[src/common/spd_pkg.sv]
// Package for the serially programmed synthesizer dividers.
// Assumes a single 40 MHz system clock samples every input of the block except the asynchronous rstn.
`default_nettype none

package spd_pkg;

	// ----------------------------------------------------------------
	// Serial word layout
	// ----------------------------------------------------------------
	localparam int WORD_W = 19;
	localparam int STEER_BIT = 0;
	localparam int REF_LSB = 1;
	localparam int REF_MSB = 14;
	localparam int PICK_BIT = 15;
	localparam int SWAL_LSB = 1;
	localparam int SWAL_MSB = 7;
	localparam int PROG_LSB = 8;
	localparam int PROG_MSB = 18;

	localparam int REF_W = 14;
	localparam int SWAL_W = 7;
	localparam int PROG_W = 11;
	localparam int PRE_W = 8;

	// ----------------------------------------------------------------
	// Prescaler moduli (lower value of each pair)
	// ----------------------------------------------------------------
	localparam logic [PRE_W-1:0] PRE_MOD_WIDE = 8'h80;
	localparam logic [PRE_W-1:0] PRE_MOD_NARROW = 8'h40;

	// ----------------------------------------------------------------
	// Values held until the first load
	// ----------------------------------------------------------------
	localparam logic [REF_W-1:0] RST_REF_RATIO = 14'h0003;
	localparam logic RST_PICK = 1'h0;
	localparam logic [SWAL_W-1:0] RST_SWAL_RATIO = 7'h00;
	localparam logic [PROG_W-1:0] RST_PROG_RATIO = 11'h003;

	// ----------------------------------------------------------------
	// Phase detector states
	// ----------------------------------------------------------------
	typedef enum logic [2:0]
	{
		PFD_IDLE = 3'b001,
		PFD_UP = 3'b010,
		PFD_DOWN = 3'b100
	} spd_pfd_t;

	// ----------------------------------------------------------------
	// Whole state of the core
	// ----------------------------------------------------------------
	typedef struct packed
	{
		logic [WORD_W-1:0] shiftReg;
		logic sclkPrev;
		logic loadPrev;
		logic oscPrev;
		logic rfPrev;
		logic [REF_W-1:0] refRatio;
		logic prescalerPickBit;
		logic [SWAL_W-1:0] swallowRatio;
		logic [PROG_W-1:0] progRatio;
		logic [REF_W-1:0] refCnt;
		logic [PRE_W-1:0] preCnt;
		logic [SWAL_W-1:0] swallowLeft;
		logic [PROG_W-1:0] progLeft;
		spd_pfd_t pfd;
		logic refSidePulse;
		logic vcoSidePulse;
		logic monitor;
		logic pumpUp;
		logic pumpDown;
		logic extUpN;
		logic extDownN;
	} spd_state_t;

	localparam spd_state_t RST_STATE = '{
		shiftReg: '0,
		sclkPrev: 1'h0,
		loadPrev: 1'h0,
		oscPrev: 1'h0,
		rfPrev: 1'h0,
		refRatio: RST_REF_RATIO,
		prescalerPickBit: RST_PICK,
		swallowRatio: RST_SWAL_RATIO,
		progRatio: RST_PROG_RATIO,
		refCnt: '0,
		preCnt: '0,
		swallowLeft: RST_SWAL_RATIO,
		progLeft: RST_PROG_RATIO,
		pfd: PFD_IDLE,
		refSidePulse: 1'h0,
		vcoSidePulse: 1'h0,
		monitor: 1'h0,
		pumpUp: 1'h0,
		pumpDown: 1'h0,
		extUpN: 1'h1,
		extDownN: 1'h1
	};

	// Current prescaler modulus: one more while swallowing
	function automatic logic [PRE_W-1:0] preModulus(
		input logic pick,
		input logic swallowing
	);
		logic [PRE_W-1:0] base;
		base = pick ? PRE_MOD_NARROW : PRE_MOD_WIDE;
		return base + {{(PRE_W-1){1'b0}}, swallowing};
	endfunction : preModulus

endpackage : spd_pkg

`default_nettype wire

[src/rtl/spd_dividers.sv]
// Digital core of a serially programmed PLL synthesizer: serial load port,
// reference divider, pulse-swallow feedback divider and phase detector.
// Assumes every input but the asynchronous rstn is synchronous to clk and that the reference and RF
// inputs toggle well below half the clock rate (edges are found by sampling).
`default_nettype none

module spd_dividers
(
	// System
	input wire logic clk,
	input wire logic rstn,
	// Serial load port
	input wire logic serialClk,
	input wire logic serialData,
	input wire logic loadStrobe,
	// Divider inputs
	input wire logic refOsc,
	input wire logic rfIn,
	// Phase sense
	input wire logic phaseSenseSelect,
	// Divided clocks and monitor
	output logic refSidePulse,
	output logic vcoSidePulse,
	output logic dividerMonitorPin,
	// Charge pump drive
	output logic pumpUp,
	output logic pumpDown,
	output logic extPumpUpN,
	output logic extPumpDownN
);

	spd_pkg::spd_state_t s;
	spd_pkg::spd_state_t nxt_s;
	logic sclkRise;
	logic loadRise;
	logic oscRise;
	logic rfRise;
	logic refFire;
	logic vcoFire;
	logic preTick;
	logic leadEdge;
	logic lagEdge;
	logic bothPulse;
	logic [spd_pkg::PRE_W-1:0] modulus;

	assign sclkRise = serialClk & ~s.sclkPrev;
	assign loadRise = loadStrobe & ~s.loadPrev;
	assign oscRise = refOsc & ~s.oscPrev;
	assign rfRise = rfIn & ~s.rfPrev;
	assign modulus = spd_pkg::preModulus(s.prescalerPickBit,
		s.swallowLeft != '0);

	// --------------------------------------------------------------------
	// Next state
	// --------------------------------------------------------------------
	always_comb
	begin
		nxt_s = s;
		nxt_s.sclkPrev = serialClk;
		nxt_s.loadPrev = loadStrobe;
		nxt_s.oscPrev = refOsc;
		nxt_s.rfPrev = rfIn;

		if (sclkRise)
		begin
			nxt_s.shiftReg = {s.shiftReg[spd_pkg::WORD_W-2:0], serialData};
		end

		// Latches change only on the strobe, so a word half shifted in
		// never disturbs the running dividers
		if (loadRise)
		begin
			if (s.shiftReg[spd_pkg::STEER_BIT])
			begin
				nxt_s.refRatio = s.shiftReg[spd_pkg::REF_MSB:spd_pkg::REF_LSB];
				nxt_s.prescalerPickBit = s.shiftReg[spd_pkg::PICK_BIT];
			end
			else
			begin
				nxt_s.swallowRatio = s.shiftReg[spd_pkg::SWAL_MSB:spd_pkg::SWAL_LSB];
				nxt_s.progRatio = s.shiftReg[spd_pkg::PROG_MSB:spd_pkg::PROG_LSB];
			end
		end

		// ----------------------------------------------------------------
		// Reference divider
		// ----------------------------------------------------------------
		// Compare with >= so a smaller new ratio cannot strand the count
		refFire = oscRise &&
			(s.refCnt >= s.refRatio - {{(spd_pkg::REF_W-1){1'b0}}, 1'b1});
		if (refFire)
		begin
			nxt_s.refCnt = '0;
		end
		else if (oscRise)
		begin
			nxt_s.refCnt = s.refCnt + {{(spd_pkg::REF_W-1){1'b0}}, 1'b1};
		end

		// ----------------------------------------------------------------
		// Pulse-swallow feedback divider
		// ----------------------------------------------------------------
		preTick = rfRise &&
			(s.preCnt >= modulus - {{(spd_pkg::PRE_W-1){1'b0}}, 1'b1});
		vcoFire = preTick &&
			(s.progLeft <= {{(spd_pkg::PROG_W-1){1'b0}}, 1'b1});
		if (preTick)
		begin
			nxt_s.preCnt = '0;
		end
		else if (rfRise)
		begin
			nxt_s.preCnt = s.preCnt + {{(spd_pkg::PRE_W-1){1'b0}}, 1'b1};
		end
		if (vcoFire)
		begin
			nxt_s.progLeft = s.progRatio;
			nxt_s.swallowLeft = s.swallowRatio;
		end
		else if (preTick)
		begin
			nxt_s.progLeft = s.progLeft - {{(spd_pkg::PROG_W-1){1'b0}}, 1'b1};
			if (s.swallowLeft != '0)
			begin
				nxt_s.swallowLeft = s.swallowLeft -
					{{(spd_pkg::SWAL_W-1){1'b0}}, 1'b1};
			end
		end

		// ----------------------------------------------------------------
		// Phase detector
		// ----------------------------------------------------------------
		// Sense low swaps the roles of the two edges, turning up into down
		leadEdge = phaseSenseSelect ? refFire : vcoFire;
		lagEdge = phaseSenseSelect ? vcoFire : refFire;
		bothPulse = 1'b0;
		unique case (s.pfd)
			spd_pkg::PFD_IDLE:
			begin
				if (leadEdge && lagEdge)
				begin
					bothPulse = 1'b1;
				end
				else if (leadEdge)
				begin
					nxt_s.pfd = spd_pkg::PFD_UP;
				end
				else if (lagEdge)
				begin
					nxt_s.pfd = spd_pkg::PFD_DOWN;
				end
			end
			// Repeated edges of the leading side saturate: two pi range
			spd_pkg::PFD_UP:
			begin
				if (lagEdge)
				begin
					nxt_s.pfd = spd_pkg::PFD_IDLE;
				end
			end
			spd_pkg::PFD_DOWN:
			begin
				if (leadEdge)
				begin
					nxt_s.pfd = spd_pkg::PFD_IDLE;
				end
			end
			default:
			begin
				nxt_s.pfd = spd_pkg::PFD_IDLE;
			end
		endcase
		nxt_s.pumpUp = (nxt_s.pfd == spd_pkg::PFD_UP) || bothPulse;
		nxt_s.pumpDown = (nxt_s.pfd == spd_pkg::PFD_DOWN) || bothPulse;
		nxt_s.extUpN = ~nxt_s.pumpUp;
		nxt_s.extDownN = ~nxt_s.pumpDown;

		nxt_s.refSidePulse = refFire;
		nxt_s.vcoSidePulse = vcoFire;
		nxt_s.monitor = phaseSenseSelect ? refFire : vcoFire;
	end

	always_ff @(posedge clk or negedge rstn)
	begin
		if (!rstn)
		begin
			s <= spd_pkg::RST_STATE;
		end
		else
		begin
			s <= nxt_s;
		end
	end

	assign refSidePulse = s.refSidePulse;
	assign vcoSidePulse = s.vcoSidePulse;
	assign dividerMonitorPin = s.monitor;
	assign pumpUp = s.pumpUp;
	assign pumpDown = s.pumpDown;
	assign extPumpUpN = s.extUpN;
	assign extPumpDownN = s.extDownN;
endmodule : spd_dividers

`default_nettype wire

[config.mk]
export PLATFORM = sky130hd
export DESIGN_NAME = spd_dividers
export DESIGN_NICKNAME = d
export VERILOG_FILES = /design/src/common/spd_pkg.sv /design/src/rtl/spd_dividers.sv
export SDC_FILE = /design/constraint.sdc
export NUM_CORES = 1
export LEC_CHECK = 0
export ABC_CLOCK_PERIOD_IN_PS = 3500
export BUFFER_PORTS_ARGS = -buffer_cell sky130_fd_sc_hd__clkbuf_2
export CORE_MARGIN = 1.5
export CORE_UTILIZATION = 30
export DETAILED_ROUTE_END_ITERATION = 10
export GPL_ROUTABILITY_DRIVEN = 0
export PLACE_DENSITY = 0.55
export SETUP_SLACK_MARGIN = 0.5
export SYNTH_ARGS = -nofsm -noshare
export SYNTH_HDL_FRONTEND = slang
export SYNTH_SLANG_ARGS = --single-unit
[constraint.sdc]
create_clock -name clk -period 3.5 [get_ports clk]
set_input_delay 0.7 -clock clk [delete_from_list [all_inputs] [get_ports clk]]
set_output_delay 0.7 -clock clk [all_outputs]
set_load 0.005 [all_outputs]
==> summary.txt <==
CTS
  – Clk root buf: clkbuf_16
  – Worst-skew pair later-pin latency: 0.34 ns
  – Number of H-tree levels: 3
  – Clock slew at reported path FFs: 0.07 ns
  – Clock Sinks: 106
  – Hold buffers post-CTS: 0
  – Clock buffer depth: 2
  – Cts bufs inserted: 9
  – CTS tree: yes

Timing
  – Fin. Hold Viols: 0
  – Worst-Margin Slew: 0.827 ns
  – Worst Clk Skew: 0.00768 ns
  – Max Clk Rate: 323 MHz
  – Fin crit share: 88.4%
  – Unrepaired setup endpoints after global routing: true
  – Slew Limit Fails: 0
  – Endpoints failing setup: 0
  – Slew margin rel.: 44.7%
  – Minimum clock period: 3.09 ns
  – Setup TNS: 0 ns

Power
  – Sw Pwr: 0.00202 W
  – Leakage power: 2.95 nW
  – Sw Ratio: 38.3%
  – Pint: 0.00325 W
  – Pwr/cell area: 777 mW/mm²
  – Clock power frac: 19.8%
  – Total Power: 0.00527 W
  – Sequential Power Share: 38.0%
  – Combinational share of power: 42.2%
  – Peak supply drop: 0.407 mV

Placement
  – IO buf count: 14
  – Post-DP HPWL: 7.78 mm
  – DP Area: 0.00584 mm²

Finish
  – Finished Cell Area: 0.00678 mm²
  – Multi-input gate area: 0.00297 mm²
  – Storage element area: 0.00267 mm²
  – Fill cell count: 1718
  – # diodes: 0
  – Share of layout cells above drive strength 1: 34.1%
  – Final Util: 37.9%
  – Layout area overhead: 24.3%
  – Nets: 606

Setup path
  – Crit path arrival time: 3.32 ns
  – Reg2reg start: s[22]
  – CP Capture Type: register
  – CP max FO: 6
  – Crit start category: register
  – WP data required: 3.72 ns
  – Worst R2R End: s[21]
  – Slack of the worst reg-to-reg path: 0.41 ns
  – WS Path Type: reg -> reg
  – Reg2reg path depth: 15

Synthesis
  – Post-synthesis sequential area ratio: 48.8%
  – Cell taking the most area after synthesis: dfrtp_1
  – Syn_nets: 554
  – Commonest cells in the netlist: dfrtp_1 (97), mux2_2 (52), nand2_1 (46), nor2_1 (34), o21ai_0 (33)
  – Yosys warning total: 0
  – Synth cell types: 59
  – Post-synth EDFFs: 0
  – Mapped Cells: 517
  – Syn Std Cell Area: 0.00546 mm²
  – Count leader, synth: dfrtp_1
  – Yosys reg bits: 106
  – Ys async rst share: 100%
  – Area fraction of the dominant cell type after synthesis: 44.5%
  – Prevailing post-synth register cell: dfrtp_1
  – Top post-synthesis cells by area: dfrtp_1 (44%), mux2_2 (11%), ha_1 (6.6%)
  – Syn Area/Cell: 10.6 µm²

Drt
  – DRT iter0 DRCs: 183
  – DRC viols: 0
  – First-pass iteration count of the detailed router: 4
  – DR WL/cell: 15.3 µm
  – Via density: 5.06
  – DR vias: 4060
  – Antenna Nets Post-Route: 0
  – Final WL: 12.2 mm

Floorplan
  – I/O pins: 15
  – Die width: 138 µm
  – Rows: 49
  – Core area: 0.0179 mm²
  – Die ar.: 0.0190 mm²
  – Initial Util: 30.5%
  – Die Span Y: 138 µm

GRT
  – First-pass GRT wire length: 19.1 mm
  – Largest net degree at the start of global routing: 56
  – Gr usage total: 12.8%
  – Vias in the first global route: 4003
  – GRT overflow: 0
  – Initial antenna violation count: 0

Run status
  – Status: finished clean

Job
  – Max_cap viols: 0

Hold path
  – Hold Crit Class: in -> async
==> cell usage in the layout (no fill, tap or decap), drive strengths merged, types with 9 or more instances in the layout <==
cell	count
nor3	21
xnor2	10
nand2	47
o21ai	44
nand2b	12
nand3	15
dfstp	9
dfrtp	97
inv	16
mux2	52
buf	43
ha	29
nor2	35
xor2	12
clkbuf	26
a21oi	32
==> how the worst max path moves through the flow <==
stage	startpoint	endpoint	slack, ns	cells past startpoint
2_1_floorplan	s[21]	s[21]	0.51	15
3_3_place_gp	s[21]	pumpDown	0.21	15
3_5_place_dp	s[21]	pumpDown	0.05	15
4_1_cts	s[24]	s[8]	0.34	14
5_1_grt	s[22]	s[8]	0.25	17
6_report	s[22]	s[21]	0.41	15
==> cell families (layout without fill, tap and decap cells) <==
| family | after synthesis | count (layout) | share of synthesized area [%] |
|---|---|---|---|
| adder cells (fa/ha/maj) | 29 | 29 | 6.65 |
| AO/OA/AOI/OAI | 108 | 108 | 12.2 |
| AND/OR/NAND/NOR | 168 | 168 | 15.6 |
| flip-flops | 106 | 106 | 48.8 |
| buffers and inverters | 32 | 89 | 2.43 |
| multiplexers | 52 | 52 | 10.7 |
| XOR/XNOR | 22 | 22 | 3.53 |
==> flip-flops by register name, summed over array words and instances (netlist names) <==
signal and flops:
refSidePulse 1, dividerMonitorPin 1, extPumpUpN 1, pumpUp 1
vcoSidePulse 1, pumpDown 1, extPumpDownN 1, s 99
==> per-layer routing <==
metal,wire length [µm],vias to the layer above,GRT usage (%)
met5,0,-,0
met4,196,0,4.75
met3,291,19,2.63
met2,6270,40,22.1
met1,5490,2049,15.7
li1,-,1952,-
==> per-stage QoR <==
stage	worst slack [ns]	hold WS, ns	std cells
after floorplan	0.506	0.404	517
after global placement	0.211	0.470	754
after detailed placement	0.0478	0.474	754
after CTS	0.342	0.430	792
after global routing	0.251	0.463	803
final	0.405	0.397	803
==> critical path, stage by stage, from the launching register on <==
cell	delay (ns)
dfrtp_1	0.39
inv_2	0.09
ha_4	0.15
nand2b_4	0.06
nor3_4	0.22
nand2b_4	0.12
buf_6	0.14
buf_6	0.12
ha_1	0.30
o21ai_1	0.09
a211o_1	0.33
o21ba_4	0.26
nor2_4	0.13
o21ai_2	0.09
buf_6	0.16
a221o_1	0.33
==> what timing repair did <==
action / CTS / global route
setup buffers: 22 / 9
resized for setup: 28 / 54
pin swaps: 21 / 31
setup endpoints to repair: 46 / 43
cloned: 0 / 2
==> power by group through the flow <==
stage | clock [W] | combinational [W] | sequential [W]
2_1_floorplan | 0 | 0.00140 | 0.00187
5_1_grt | 0.00111 | 0.00246 | 0.00207
6_report | 0.00104 | 0.00222 | 0.00200
3_5_place_dp | 0 | 0.00180 | 0.00200
4_1_cts | 0.00106 | 0.00197 | 0.00199
3_3_place_gp | 0 | 0.00171 | 0.00198
==> area by class of cell <==
cell class | instances | area share (%)
flip-flops and latches | 106 | 39.3
inverters | 16 | 0.922
repair buffers | 57 | 7.19
well taps | 229 | 4.22
multi-input cells | 379 | 43.8
clock inverters | 4 | 0.756
clock buffers | 12 | 3.78
(Power assumes the default switching activity.)
